--- config.mk ---
export PLATFORM = sky130hd
export DESIGN_NAME = cpw_top
export DESIGN_NICKNAME = d
export VERILOG_FILES = /design/src/include/cpw_pkg.sv /design/src/logic/cpw_phase.sv /design/src/logic/cpw_shutdown.sv /design/src/logic/cpw_top.sv
export SDC_FILE = /design/constraint.sdc
export NUM_CORES = 1
export LEC_CHECK = 0
export ABC_AREA = 0
export BUFFER_PORTS_ARGS = -buffer_cell sky130_fd_sc_hd__buf_4
export CORE_AREA = 2 2 207 209
export CTS_CLUSTER_SIZE = 14
export DETAILED_ROUTE_END_ITERATION = 6
export DIE_AREA = 0 0 209 211
export PLACE_DENSITY_LB_ADDON = 0.08
export SYNTH_ARGS = -nofsm -noshare
export SYNTH_HDL_FRONTEND = slang
export SYNTH_HIERARCHICAL = 1
export SYNTH_SLANG_ARGS = --single-unit
export TNS_END_PERCENT = 30
--- constraint.sdc ---
create_clock -name hclk -period 6.1 [get_ports hclk]
set_input_delay 0.61 -clock hclk [delete_from_list [all_inputs] [get_ports hclk]]
set_output_delay 0.61 -clock hclk [all_outputs]
set_load 0.005 [all_outputs]
--- src/include/cpw_pkg.sv ---
/*
 * Shared constants of the complementary PWM output stage: register byte
 * offsets, field positions, reset values, modes and sampling divisors.
 * Assumes a 32-bit AHB-Lite register bus with word aligned registers.
 */
package cpw_pkg;

	// Register byte offsets.
	localparam logic [7:0] MODE_OFS     = 8'h00;
	localparam logic [7:0] START_OFS    = 8'h04;
	localparam logic [7:0] LEVEL_OFS    = 8'h08;
	localparam logic [7:0] DTDATA_OFS   = 8'h0c;
	localparam logic [7:0] DTEN_OFS     = 8'h10;
	localparam logic [7:0] CYCBUF_OFS   = 8'h14;
	localparam logic [7:0] C3BUF_OFS    = 8'h18;
	localparam logic [7:0] DUTY0_OFS    = 8'h1c;
	localparam logic [7:0] OUTEN_OFS    = 8'h28;
	localparam logic [7:0] IOCTL_OFS    = 8'h2c;
	localparam logic [7:0] PINFN_OFS    = 8'h30;
	localparam logic [7:0] SHUT_OFS     = 8'h34;
	localparam logic [7:0] COUNT_OFS    = 8'h38;

	// Mode register values.
	localparam logic [1:0] MODE_NORMAL  = 2'h0;
	localparam logic [1:0] MODE_COMPL   = 2'h1;

	// Field positions of the shutdown, I/O control and pin function registers.
	localparam int SHUT_FLAG_BIT = 12;
	localparam int SHUT_HIZ_BIT  = 9;
	localparam int SHUT_IE_BIT   = 8;
	localparam int IOCTL_MATCH   = 8;
	localparam int PINFN_DIR     = 8;
	localparam int PINFN_DATA    = 16;

	// Shutdown input conditions.
	localparam logic [1:0] SHUT_EDGE    = 2'h0;
	localparam logic [1:0] SHUT_LOW8    = 2'h1;
	localparam logic [1:0] SHUT_LOW16   = 2'h2;
	localparam logic [1:0] SHUT_LOW128  = 2'h3;
	localparam int DIV8   = 8;
	localparam int DIV16  = 16;
	localparam int DIV128 = 128;

	// Reset values.
	localparam logic       DTEN_RST     = 1'b1;
	localparam logic [5:0] LEVEL_RST    = 6'h00;

endpackage

--- src/logic/cpw_phase.sv ---
/*
 * One complementary phase: compares the offset counter pair against the
 * phase duty and yields positive and negative active requests.
 * Assumes counter three leads counter four by the dead time.
 */
`timescale 1ns/1ps
module cpw_phase #(
	parameter int W = 16
) (
	// Clock and reset.
	input  wire logic         hclk,
	input  wire logic         hresetn,
	// Counters and settings.
	input  wire logic [W-1:0] cnt_three,
	input  wire logic [W-1:0] cnt_four,
	input  wire logic [W-1:0] duty,
	input  wire logic         dt_en,
	input  wire logic         run,
	// Active requests.
	output logic              pos_act,
	output logic              neg_act
);
	wire logic pos_raw;
	wire logic neg_raw;

	// With dead time the positive edge uses the leading counter, so a
	// gap of the dead time plus one count opens between the two active windows.
	assign pos_raw = run && (dt_en ? (cnt_three < duty) : (cnt_four < duty));
	assign neg_raw = run && !pos_raw && (dt_en ? (cnt_four > duty) : 1'b1);

	always_ff @(posedge hclk or negedge hresetn) begin
		if (!hresetn) begin
			pos_act <= 1'b0;
			neg_act <= 1'b0;
		end else begin
			pos_act <= pos_raw;
			neg_act <= neg_raw;
		end
	end

	a_no_gap_off: assert property (@(posedge hclk) disable iff (!hresetn)
		$past(run) && !$past(dt_en) |-> neg_act == !pos_act)
		else $error("phase outputs not complementary without dead time");
endmodule

--- src/logic/cpw_shutdown.sv ---
/*
 * Shutdown input: synchronises the pin, detects the selected condition
 * and keeps the sticky shutdown flag.
 * Assumes the clear request already carries the read-as-one qualifier.
 */
`timescale 1ns/1ps
module cpw_shutdown (
	// Clock and reset.
	input  wire logic       hclk,
	input  wire logic       hresetn,
	// Pin and settings.
	input  wire logic       shutdown_input_pin_n,
	input  wire logic [1:0] cond_sel,
	input  wire logic       clr_req,
	// State.
	output logic            shutdown_flag,
	output logic            high_seen
);
	logic       sync1_ff;
	logic       sync2_ff;
	logic       prev_ff;
	logic [6:0] pre_ff;
	logic       flag_ff;
	logic       hi_ff;
	wire  logic tick;
	wire  logic set_ev;
	wire  logic do_clr;
	wire  logic [6:0] pre_top;

	assign pre_top = (cond_sel == cpw_pkg::SHUT_LOW8)  ? 7'(cpw_pkg::DIV8 - 1) :
	                 (cond_sel == cpw_pkg::SHUT_LOW16) ? 7'(cpw_pkg::DIV16 - 1) :
	                 7'(cpw_pkg::DIV128 - 1);
	assign tick    = (pre_ff == pre_top);
	assign set_ev  = (cond_sel == cpw_pkg::SHUT_EDGE) ? (prev_ff && !sync2_ff) :
	                 (tick && !sync2_ff);
	// A sampled high is required first, so a pin still held low cannot
	// be cleared away in sampling mode.
	assign do_clr  = clr_req && ((cond_sel == cpw_pkg::SHUT_EDGE) || hi_ff);

	always_ff @(posedge hclk or negedge hresetn) begin
		if (!hresetn) begin
			sync1_ff <= 1'b1;
			sync2_ff <= 1'b1;
			prev_ff  <= 1'b1;
		end else begin
			sync1_ff <= shutdown_input_pin_n;
			sync2_ff <= sync1_ff;
			prev_ff  <= sync2_ff;
		end
	end

	always_ff @(posedge hclk or negedge hresetn) begin
		if (!hresetn) begin
			pre_ff  <= 7'h00;
			flag_ff <= 1'b0;
			hi_ff   <= 1'b0;
		end else begin
			pre_ff  <= tick ? 7'h00 : pre_ff + 7'h01;
			flag_ff <= set_ev || (flag_ff && !do_clr);
			if (!flag_ff || do_clr)
				hi_ff <= 1'b0;
			else if (tick && sync2_ff)
				hi_ff <= 1'b1;
		end
	end

	assign shutdown_flag = flag_ff;
	assign high_seen     = hi_ff;

	a_flag_set_edge: assert property (@(posedge hclk) disable iff (!hresetn)
		cond_sel == cpw_pkg::SHUT_EDGE && prev_ff && !sync2_ff |=> flag_ff)
		else $error("falling edge did not set shutdown flag");
	a_flag_clear_ok: assert property (@(posedge hclk) disable iff (!hresetn)
		$fell(flag_ff) |-> $past(clr_req) &&
		($past(cond_sel) == cpw_pkg::SHUT_EDGE || $past(hi_ff)))
		else $error("shutdown flag cleared without valid clear");
endmodule

--- src/logic/cpw_top.sv ---
/*
 * Complementary three-phase PWM output stage with dead time, pin
 * function control and output shutdown, behind an AHB-Lite slave.
 * Assumes a single AHB-Lite master; pins are resolved outside.
 */
// How it works
// - Each of six outputs has its own active level select.
// - Positive and paired negative outputs are never active together.
// - Counter three starts at the dead time value, leading counter four.
// - Dead time enable zero gives complementary waves with no gap.
// - Dead time enable clears only by zero write after reading one.
// - After reset outputs are low and pins float until assigned.
// - After reset the mode register selects normal counting.
// - I/O control sets initial level at once and match level.
// - Shutdown flag sets when the pin meets the selected condition.
// - Flag clears by zero write after read one; sampling modes also need a high sampled first.
// - Flag with high-impedance enable floats all timer pins.
// - Interrupt request only when flag set and interrupt enabled.
// - Reserved bits of the shutdown register read zero.
// - Entering complementary mode loads five buffers into compares.
`timescale 1ns/1ps
module cpw_top #(
	parameter int W = 16
) (
	// Clock and reset.
	input  wire logic        hclk,
	input  wire logic        hresetn,
	// AHB-Lite slave.
	input  wire logic        hsel,
	input  wire logic [31:0] haddr,
	input  wire logic [1:0]  htrans,
	input  wire logic        hwrite,
	input  wire logic [2:0]  hsize,
	input  wire logic [31:0] hwdata,
	input  wire logic        hready,
	output logic             hreadyout,
	output logic             hresp,
	output logic [31:0]      hrdata,
	// Output pins: positive phases 0..2, negative phases 3..5.
	output logic [5:0]       pwm_out,
	output logic [5:0]       pwm_oe_n,
	// Shutdown.
	input  wire logic        shutdown_input_pin_n,
	output logic             shutdown_irq
);
	logic [7:0]   addr_ff;
	logic         wr_ff;
	logic         rd_ff;
	logic         rwait_ff;
	logic [31:0]  rdata_ff;
	logic [1:0]   mode_ff;
	logic         start_ff;
	logic [5:0]   level_ff;
	logic [W-1:0] dead_time_data_ff;
	logic         dead_time_enable_ff;
	logic         dte_read1_ff;
	logic [W-1:0] cycbuf_ff;
	logic [W-1:0] c3buf_ff;
	logic [W-1:0] dutybuf_ff [3];
	logic [W-1:0] cyccmp_ff;
	logic [W-1:0] c3cmp_ff;
	logic [W-1:0] dutycmp_ff [3];
	logic [5:0]   outen_ff;
	logic [13:0]  ioctl_ff;
	logic [5:0]   nrm_lvl_ff;
	logic [21:0]  pinfn_ff;
	logic [1:0]   cond_ff;
	logic         ie_ff;
	logic         hiz_ff;
	logic         flag_read1_ff;
	logic [W-1:0] counter_three_ff;
	logic [W-1:0] counter_four_ff;
	logic         down_ff;

	wire logic         addr_take;
	wire logic         wr_now;
	wire logic [31:0]  rd_mux;
	wire logic         compl;
	wire logic         enter_compl;
	wire logic         trough;
	wire logic         shut_flag;
	wire logic         flag_clr;
	wire logic [15:0]  shut_rd;
	wire logic [2:0]   pos_act;
	wire logic [2:0]   neg_act;
	wire logic [5:0]   act;
	wire logic [5:0]   timer_lvl;
	wire logic [5:0]   pin_lvl;
	wire logic [5:0]   drive;
	wire logic [W-1:0] nxt_counter_four;
	wire logic         nxt_down;

	function automatic logic hit(input logic [7:0] a, input logic [7:0] ofs);
		hit = (a == ofs);
	endfunction

	// Bus front end: writes finish with no wait; reads take one wait so
	// that a read right after a write sees the written value.
	assign addr_take = hsel && htrans[1] && hready;
	assign wr_now    = wr_ff;
	assign hreadyout = !rwait_ff;
	assign hresp     = 1'b0;
	assign hrdata    = rdata_ff;

	always_ff @(posedge hclk or negedge hresetn) begin
		if (!hresetn) begin
			addr_ff  <= 8'h00;
			wr_ff    <= 1'b0;
			rd_ff    <= 1'b0;
			rwait_ff <= 1'b0;
		end else begin
			if (addr_take)
				addr_ff <= {haddr[7:2], 2'b00};
			wr_ff    <= addr_take && hwrite;
			rd_ff    <= addr_take && !hwrite;
			rwait_ff <= addr_take && !hwrite;
		end
	end

	assign shut_rd = {3'h0, shut_flag, 2'h0, hiz_ff, ie_ff, 6'h00, cond_ff};

	assign rd_mux =
		hit(addr_ff, cpw_pkg::MODE_OFS)   ? {30'h0, mode_ff} :
		hit(addr_ff, cpw_pkg::START_OFS)  ? {31'h0, start_ff} :
		hit(addr_ff, cpw_pkg::LEVEL_OFS)  ? {26'h0, level_ff} :
		hit(addr_ff, cpw_pkg::DTDATA_OFS) ? 32'(dead_time_data_ff) :
		hit(addr_ff, cpw_pkg::DTEN_OFS)   ? {31'h0, dead_time_enable_ff} :
		hit(addr_ff, cpw_pkg::CYCBUF_OFS) ? 32'(cycbuf_ff) :
		hit(addr_ff, cpw_pkg::C3BUF_OFS)  ? 32'(c3buf_ff) :
		hit(addr_ff, cpw_pkg::DUTY0_OFS)  ? 32'(dutybuf_ff[0]) :
		hit(addr_ff, cpw_pkg::DUTY0_OFS + 8'h04) ? 32'(dutybuf_ff[1]) :
		hit(addr_ff, cpw_pkg::DUTY0_OFS + 8'h08) ? 32'(dutybuf_ff[2]) :
		hit(addr_ff, cpw_pkg::OUTEN_OFS)  ? {26'h0, outen_ff} :
		hit(addr_ff, cpw_pkg::IOCTL_OFS)  ? {18'h0, ioctl_ff} :
		hit(addr_ff, cpw_pkg::PINFN_OFS)  ? {10'h0, pinfn_ff} :
		hit(addr_ff, cpw_pkg::SHUT_OFS)   ? {16'h0, shut_rd} :
		hit(addr_ff, cpw_pkg::COUNT_OFS)  ?
			{16'(counter_three_ff), 16'(counter_four_ff)} :
		32'h0000_0000;

	always_ff @(posedge hclk or negedge hresetn) begin
		if (!hresetn)
			rdata_ff <= 32'h0000_0000;
		else if (rd_ff)
			rdata_ff <= rd_mux;
	end

	// Read-as-one memory for the two bits that clear only after a read.
	assign flag_clr = wr_now && hit(addr_ff, cpw_pkg::SHUT_OFS) &&
	                  !hwdata[cpw_pkg::SHUT_FLAG_BIT] && flag_read1_ff;

	always_ff @(posedge hclk or negedge hresetn) begin
		if (!hresetn) begin
			dte_read1_ff  <= 1'b0;
			flag_read1_ff <= 1'b0;
		end else begin
			// A write to the enable register consumes the read, so only a read of one
			// since the last such write can clear the enable.
			if (rd_ff && hit(addr_ff, cpw_pkg::DTEN_OFS))
				dte_read1_ff <= dead_time_enable_ff;
			else if (wr_now && hit(addr_ff, cpw_pkg::DTEN_OFS))
				dte_read1_ff <= 1'b0;
			if (rd_ff && hit(addr_ff, cpw_pkg::SHUT_OFS))
				flag_read1_ff <= shut_flag;
			else if (flag_clr)
				flag_read1_ff <= 1'b0;
		end
	end

	assign compl       = (mode_ff == cpw_pkg::MODE_COMPL);
	assign enter_compl = wr_now && hit(addr_ff, cpw_pkg::MODE_OFS) &&
	                     (hwdata[1:0] == cpw_pkg::MODE_COMPL) && !compl;

	// Control registers.
	always_ff @(posedge hclk or negedge hresetn) begin
		if (!hresetn) begin
			mode_ff             <= cpw_pkg::MODE_NORMAL;
			start_ff            <= 1'b0;
			level_ff            <= cpw_pkg::LEVEL_RST;
			dead_time_data_ff   <= '0;
			dead_time_enable_ff <= cpw_pkg::DTEN_RST;
			cycbuf_ff           <= '0;
			c3buf_ff            <= '0;
			outen_ff            <= 6'h00;
			ioctl_ff            <= 14'h0000;
			pinfn_ff            <= 22'h000000;
			cond_ff             <= cpw_pkg::SHUT_EDGE;
			ie_ff               <= 1'b0;
			hiz_ff              <= 1'b0;
		end else if (wr_now) begin
			if (hit(addr_ff, cpw_pkg::MODE_OFS))
				mode_ff <= hwdata[1:0];
			if (hit(addr_ff, cpw_pkg::START_OFS))
				start_ff <= hwdata[0];
			if (hit(addr_ff, cpw_pkg::LEVEL_OFS))
				level_ff <= hwdata[5:0];
			if (hit(addr_ff, cpw_pkg::DTDATA_OFS))
				dead_time_data_ff <= hwdata[W-1:0];
			if (hit(addr_ff, cpw_pkg::DTEN_OFS) && !hwdata[0] && dte_read1_ff)
				dead_time_enable_ff <= 1'b0;
			if (hit(addr_ff, cpw_pkg::CYCBUF_OFS))
				cycbuf_ff <= hwdata[W-1:0];
			if (hit(addr_ff, cpw_pkg::C3BUF_OFS))
				c3buf_ff <= hwdata[W-1:0];
			if (hit(addr_ff, cpw_pkg::OUTEN_OFS))
				outen_ff <= hwdata[5:0];
			if (hit(addr_ff, cpw_pkg::IOCTL_OFS))
				ioctl_ff <= hwdata[13:0];
			if (hit(addr_ff, cpw_pkg::PINFN_OFS))
				pinfn_ff <= hwdata[21:0];
			if (hit(addr_ff, cpw_pkg::SHUT_OFS)) begin
				cond_ff <= hwdata[1:0];
				ie_ff   <= hwdata[cpw_pkg::SHUT_IE_BIT];
				hiz_ff  <= hwdata[cpw_pkg::SHUT_HIZ_BIT];
			end
		end
	end

	// Duty buffers and their compares; the five buffers move together.
	always_ff @(posedge hclk or negedge hresetn) begin
		if (!hresetn) begin
			cyccmp_ff <= '0;
			c3cmp_ff  <= '0;
			for (int i = 0; i < 3; i++) begin
				dutybuf_ff[i] <= '0;
				dutycmp_ff[i] <= '0;
			end
		end else begin
			for (int i = 0; i < 3; i++)
				if (wr_now && hit(addr_ff, cpw_pkg::DUTY0_OFS + 8'(4 * i)))
					dutybuf_ff[i] <= hwdata[W-1:0];
			if (enter_compl || (compl && trough) || !compl) begin
				cyccmp_ff <= cycbuf_ff;
				c3cmp_ff  <= c3buf_ff;
				for (int i = 0; i < 3; i++)
					dutycmp_ff[i] <= dutybuf_ff[i];
			end
		end
	end

	// Counters: normal mode counts up to the channel three compare;
	// complementary mode counts up to the cycle compare and back.
	assign trough   = down_ff && (counter_four_ff == '0);
	assign nxt_down = compl && (down_ff ? (counter_four_ff != '0) :
	                  (counter_four_ff >= cyccmp_ff));
	assign nxt_counter_four =
		!compl ? ((counter_four_ff >= c3cmp_ff) ? '0 : counter_four_ff + W'(1)) :
		(nxt_down ? counter_four_ff - W'(1) : counter_four_ff + W'(1));

	always_ff @(posedge hclk or negedge hresetn) begin
		if (!hresetn) begin
			counter_four_ff  <= '0;
			counter_three_ff <= '0;
			down_ff          <= 1'b0;
		end else if (wr_now && hit(addr_ff, cpw_pkg::COUNT_OFS)) begin
			// Software loads both counters with the written value here; entering
			// complementary mode then restores the dead time offset of counter three.
			counter_four_ff  <= hwdata[W-1:0];
			counter_three_ff <= hwdata[W-1:0];
			down_ff          <= 1'b0;
		end else if (enter_compl) begin
			counter_three_ff <= dead_time_data_ff;
			down_ff          <= 1'b0;
		end else if (start_ff) begin
			counter_four_ff  <= nxt_counter_four;
			counter_three_ff <= nxt_counter_four + dead_time_data_ff;
			down_ff          <= !nxt_down ? 1'b0 : 1'b1;
		end
	end

	genvar g;
	generate
		for (g = 0; g < 3; g++) begin : g_phase
			cpw_phase #(.W(W)) u_phase (
				.hclk      (hclk),
				.hresetn   (hresetn),
				.cnt_three (counter_three_ff),
				.cnt_four  (counter_four_ff),
				.duty      (dutycmp_ff[g]),
				.dt_en     (dead_time_enable_ff),
				.run       (compl && start_ff),
				.pos_act   (pos_act[g]),
				.neg_act   (neg_act[g])
			);
		end
	endgenerate

	// Normal mode levels: an I/O control write sets the level at once,
	// a compare match then drives the programmed match level.
	always_ff @(posedge hclk or negedge hresetn) begin
		if (!hresetn)
			nrm_lvl_ff <= 6'h00;
		else if (wr_now && hit(addr_ff, cpw_pkg::IOCTL_OFS))
			nrm_lvl_ff <= hwdata[5:0];
		else if (!compl && start_ff)
			for (int i = 0; i < 6; i++)
				if (counter_four_ff == dutycmp_ff[i % 3])
					nrm_lvl_ff[i] <= ioctl_ff[cpw_pkg::IOCTL_MATCH + i];
	end

	cpw_shutdown u_shut (
		.hclk                 (hclk),
		.hresetn              (hresetn),
		.shutdown_input_pin_n (shutdown_input_pin_n),
		.cond_sel             (cond_ff),
		.clr_req              (flag_clr),
		.shutdown_flag        (shut_flag),
		.high_seen            ()
	);

	// Pin assembly. The level select bit gives the active level; a zero
	// selects active low, so an idle complementary pin sits high.
	assign act       = {neg_act, pos_act};
	assign timer_lvl = compl ? (act ~^ level_ff) : nrm_lvl_ff;
	assign pin_lvl   = pinfn_ff[5:0] & timer_lvl |
	                   ~pinfn_ff[5:0] & pinfn_ff[cpw_pkg::PINFN_DATA +: 6];
	assign drive     = (pinfn_ff[5:0] & outen_ff) |
	                   (~pinfn_ff[5:0] & pinfn_ff[cpw_pkg::PINFN_DIR +: 6]);

	always_ff @(posedge hclk or negedge hresetn) begin
		if (!hresetn) begin
			pwm_out  <= 6'h00;
			pwm_oe_n <= 6'h3f;
		end else begin
			pwm_out  <= pin_lvl;
			pwm_oe_n <= (shut_flag && hiz_ff) ? 6'h3f : ~drive;
		end
	end

	assign shutdown_irq = shut_flag && ie_ff;

	a_no_overlap: assert property (@(posedge hclk) disable iff (!hresetn)
		(pos_act & neg_act) == 3'h0)
		else $error("positive and negative phase active together");
	a_c3_start: assert property (@(posedge hclk) disable iff (!hresetn)
		enter_compl |=> counter_three_ff == $past(dead_time_data_ff))
		else $error("counter three not loaded with dead time");
	a_dte_clear: assert property (@(posedge hclk) disable iff (!hresetn)
		$fell(dead_time_enable_ff) |-> $past(dte_read1_ff) && $past(wr_now))
		else $error("dead time enable cleared without read of one");
	a_hiz_force: assert property (@(posedge hclk) disable iff (!hresetn)
		shut_flag && hiz_ff |=> pwm_oe_n == 6'h3f)
		else $error("pins driven during shutdown");
	a_irq_gate: assert property (@(posedge hclk) disable iff (!hresetn)
		shutdown_irq == (shut_flag && ie_ff))
		else $error("shutdown interrupt request wrong");
	a_resv_zero: assert property (@(posedge hclk) disable iff (!hresetn)
		rd_ff && hit(addr_ff, cpw_pkg::SHUT_OFS) |=>
		(hrdata[15:13] == 3'h0) && (hrdata[11:10] == 2'h0))
		else $error("reserved shutdown bits read nonzero");
	a_buf_load: assert property (@(posedge hclk) disable iff (!hresetn)
		enter_compl |=> cyccmp_ff == $past(cycbuf_ff) &&
		dutycmp_ff[0] == $past(dutybuf_ff[0]))
		else $error("buffers not transferred on entering complementary");
	a_io_init: assert property (@(posedge hclk) disable iff (!hresetn)
		wr_now && hit(addr_ff, cpw_pkg::IOCTL_OFS) |=>
		nrm_lvl_ff == $past(hwdata[5:0]))
		else $error("initial level not applied at once");
endmodule

==> results.sh <==
export IMPL_busiest_layer="met2"
export IMPL_port_buffers=80
export IMPL_fin_crit_sh=0.8585
export IMPL_max_freq_mhz=191.0
export IMPL_min_path_type="primary input to asynchronous set/reset pin"
export IMPL_root_buffer="clkbuf_16"
export IMPL_skew_ns=0.01859
export IMPL_worstPathArrival_ns=5.66
export IMPL_dp_slack_ns=1.034
export IMPL_grtUsageMet2=0.4602
export IMPL_wl_um=68410
export IMPL_synthCells=1906
export IMPL_synthDistinctLibCells=83
export IMPL_cap_violations=0
export IMPL_synth_area_mm2=0.01988
export IMPL_crit_type="flip-flop to flip-flop"
export IMPL_powerDensity_mw_per_mm2=395.6
export IMPL_grt_total_usage=0.3128
export IMPL_fin_ws_ns=0.8631
export IMPL_relSlewSlack=0.2347
export IMPL_fp_dieW_um=209
export IMPL_drt_wirelength_per_cell_um=27.03
export IMPL_placed_cells=2464
export IMPL_syn_avg_cell_area_um2=10.43
export IMPL_grt_setup_unrepaired="false"
export IMPL_via_per_inst=6.203
export IMPL_crit_path_start_kind="flip-flop"
export IMPL_cts_buffers_inserted=39
export IMPL_synth_most_common_cell="dfrtp_1"
export IMPL_grt_pass1_vias=15100
export IMPL_first_pass_iters=5
export IMPL_core_area_mm2=0.04176
export IMPL_hpwlAfterDp_um=48330
export IMPL_gp_congestion=0.9197
export IMPL_cts_tree="yes"
export IMPL_drt_iter0_drc=1436
export IMPL_clockBufferDepth=3
export IMPL_drv_slew=0
export IMPL_synth_edf_count=0
export IMPL_p_sw_frac=0.3811
export IMPL_grtUsageMet3=0.05531
export IMPL_final_nets=2188
export IMPL_tightest_slew_ns=1.145
export IMPL_drtAntennaViolNets=0
export IMPL_yosys_area_top_type="dfrtp_1"
export IMPL_async_reset_ff_frac=1.000
export IMPL_insertion_delay_ns=0.56
export IMPL_grt_overflow=0
export IMPL_io_pins=122
export IMPL_cts_resized=0
export IMPL_drc=0
export IMPL_pwr_share_clk=0.287
export IMPL_clock_sinks=343
export IMPL_stdcell_count=2531
export IMPL_syn2layout_area_growth_pct=13.03
export IMPL_p_switching_mw=3.388
export IMPL_p_seq_frac=0.352
export IMPL_violations="hold timing"
export IMPL_rows=75
export IMPL_yosysTopAreaCellShare=0.4191
export IMPL_synth_commonest_cells="dfrtp_1 (333), mux2_2 (233), nand2_1 (164)"
export IMPL_grt_pass1_wl_um=101200
export IMPL_synth_seq_area_share=0.4323
export IMPL_path_max_fanout=8
export IMPL_htree_levels=2
export IMPL_outcome="finished with violations"
export IMPL_clkTransAtPathRegs_ns=0.06
export IMPL_setup_viol=0
export IMPL_gr_usage_met1=0.4574
export IMPL_synthTopCellsByArea="dfrtp_1 (42%), mux2_2 (13%), ha_1 (9.2%)"
export IMPL_intPower_mw=5.503
export IMPL_ir_worst_vdd_mv=0.2490
export IMPL_syn_nets=2128
export IMPL_drive_above_1_share=0.2279
export IMPL_seqCellArea_mm2=0.008596
export IMPL_ys_seq_elements=343
export IMPL_tns_ns=0
export IMPL_critPathCaptureType="flip-flop"
export IMPL_fin_crit_ns=5.237
export IMPL_antenna_found_initial=1
export IMPL_diodes=0
export IMPL_multi_input_area_mm2=0.01047
export IMPL_nFillCells=3722
export IMPL_p_leak_nw=10.31
export IMPL_num_vias=15700
export IMPL_pwr_share_comb=0.361
export IMPL_synth_ff_type="dfrtp_1"
export IMPL_yosys_warnings=6
export IMPL_dieArea_mm2=0.04410
export IMPL_grt_max_degree=139
export IMPL_hold_buffers=0
export IMPL_hold_viol=3
export IMPL_crit_required_ns=6.52
export IMPL_die_y_um=211
export IMPL_post_cts_buffers=0
export IMPL_fin_hold_ws_ns=-0.003787
export IMPL_start_util=0.4761
export IMPL_final_core_util=0.5382
## final cells by class
| cell class | count | area share |
|---|---|---|
| Tap cell | 539 | 0.03001 |
| Clock inverter | 13 | 0.01002 |
| Inverter | 112 | 0.01871 |
| Timing Repair Buffer | 120 | 0.04153 |
| Clock buffer | 54 | 0.05139 |
| Multi-Input combinational cell | 1350 | 0.4659 |
| Sequential cell | 343 | 0.3825 |
## per-layer routing
metal / part of all wire / vias to the layer above
li1: - / 7018
met1: 0.45 / 7885
met2: 0.42 / 672
met3: 0.084 / 124
met4: 0.040 / 0
met5: 0 / -
## registers in the layout (all words and copies together) (netlist names), 7 cells and up
name               cells
dutybuf_ff            48
dutycmp_ff            48
hrdata                32
pinfn_ff              22
c3buf_ff              16
c3cmp_ff              16
counter_four_ff       16
counter_three_ff      16
cycbuf_ff             16
cyccmp_ff             16
dead_time_data_ff     16
ioctl_ff              14
u_shut/pre_ff          7
## metrics by stage
| step | total power, mW | cell area, um^2 | hold slack [ns] |
|---|---|---|---|
| after CTS | 8.876 | 22470 | 0.01630 |
| after global placement | 6.195 | 21090 | 0.3485 |
| after detailed placement | 6.291 | 21090 | 0.3482 |
| final | 8.891 | 22470 | -0.003787 |
| after floorplan | 5.091 | 19880 | 0.3144 |
| after global routing | 9.378 | 22470 | 0.04493 |
## layout by cell type (no fill, tap or decap), types with 13 or more instances in the layout
| cell type | n |
|---|---|
| dfrtp_1 | 333 |
| mux2_2 | 233 |
| nand2_1 | 164 |
| ha_1 | 146 |
| buf_4 | 117 |
| a21oi_1 | 115 |
| inv_1 | 110 |
| nor2_1 | 91 |
| o21ai_0 | 79 |
| xor2_1 | 58 |
| nand3_1 | 55 |
| clkbuf_16 | 41 |
| mux2i_1 | 37 |
| a22oi_1 | 36 |
| nor3_1 | 32 |
| nand4_1 | 26 |
| a21o_1 | 25 |
| a221oi_1 | 23 |
| xnor2_1 | 22 |
| nand2b_1 | 14 |
| and3_1 | 13 |
| a31oi_1 | 13 |
## cells by family (layout without fill, tap and decap cells)
| kind of cell | count (synthesis) | after routing | share of synthesized area |
|---|---|---|---|
| and+or+nand+nor | 458 | 458 | 0.1120 |
| AOI/OAI and AO/OA | 394 | 394 | 0.1348 |
| buffers and inverters | 213 | 299 | 0.04197 |
| other | 1 | 1 | 0.0001886 |
| xor gates and xnor gates | 80 | 80 | 0.03524 |
| DFF | 343 | 343 | 0.4323 |
| adders and majority gates | 147 | 147 | 0.09288 |
| muxes | 270 | 270 | 0.1506 |
## worst max-delay path: stages (launching register included)
cell,delay [ns]
dfrtp_1,0.37
inv_1,0.22
ha_1,0.28
nand2b_1,0.14
a21o_1,0.18
a211oi_1,0.26
o21a_1,0.18
o221ai_1,0.31
a21oi_1,0.45
buf_4,0.24
o21ai_0,0.10
a31oi_1,0.42
ha_1,0.34
o21ai_0,0.09
nand2b_1,0.11
and3_1,0.22
and3_1,0.19
a211oi_1,0.36
o21a_1,0.26
nor3b_1,0.07
mux2i_1,0.14
o2111ai_1,0.14
## worst paths after layout
path / start / to / slack [ns] / cells after the start
setup / recovery: counter_four_ff[0]$_DFFE_PN0P_ / counter_three_ff[15]$_DFFE_PN0P_ / 0.86 / 21
hold / removal: hresetn / hrdata[26]$_DFFE_PN0P_ / -0.004 / 1
setup reg to reg: counter_four_ff[0]$_DFFE_PN0P_ / counter_three_ff[15]$_DFFE_PN0P_ / 0.86 / 21
hold reg to reg: u_shut/sync1_ff$_DFF_PN1_ / u_shut/sync2_ff$_DFF_PN1_ / 0.36 / 0
max in group asynchronous: hresetn / pinfn_ff[20]$_DFFE_PN0P_ / 4.87 / 2
min in group hclk: shutdown_input_pin_n / u_shut/sync1_ff$_DFF_PN1_ / 0.16 / 1
## power groups by stage
| stage | clock, mW | sequential, mW | combinational [mW] |
|---|---|---|---|
| final | 2.55 | 3.13 | 3.21 |
| after global routing | 2.69 | 3.15 | 3.53 |
| after CTS | 2.60 | 3.11 | 3.16 |
| after detailed placement | 0 | 3.15 | 3.14 |
| after global placement | 0 | 3.15 | 3.05 |
| after floorplan | 0 | 2.90 | 2.19 |
Note: power is estimated with default switching activity, not from simulation.
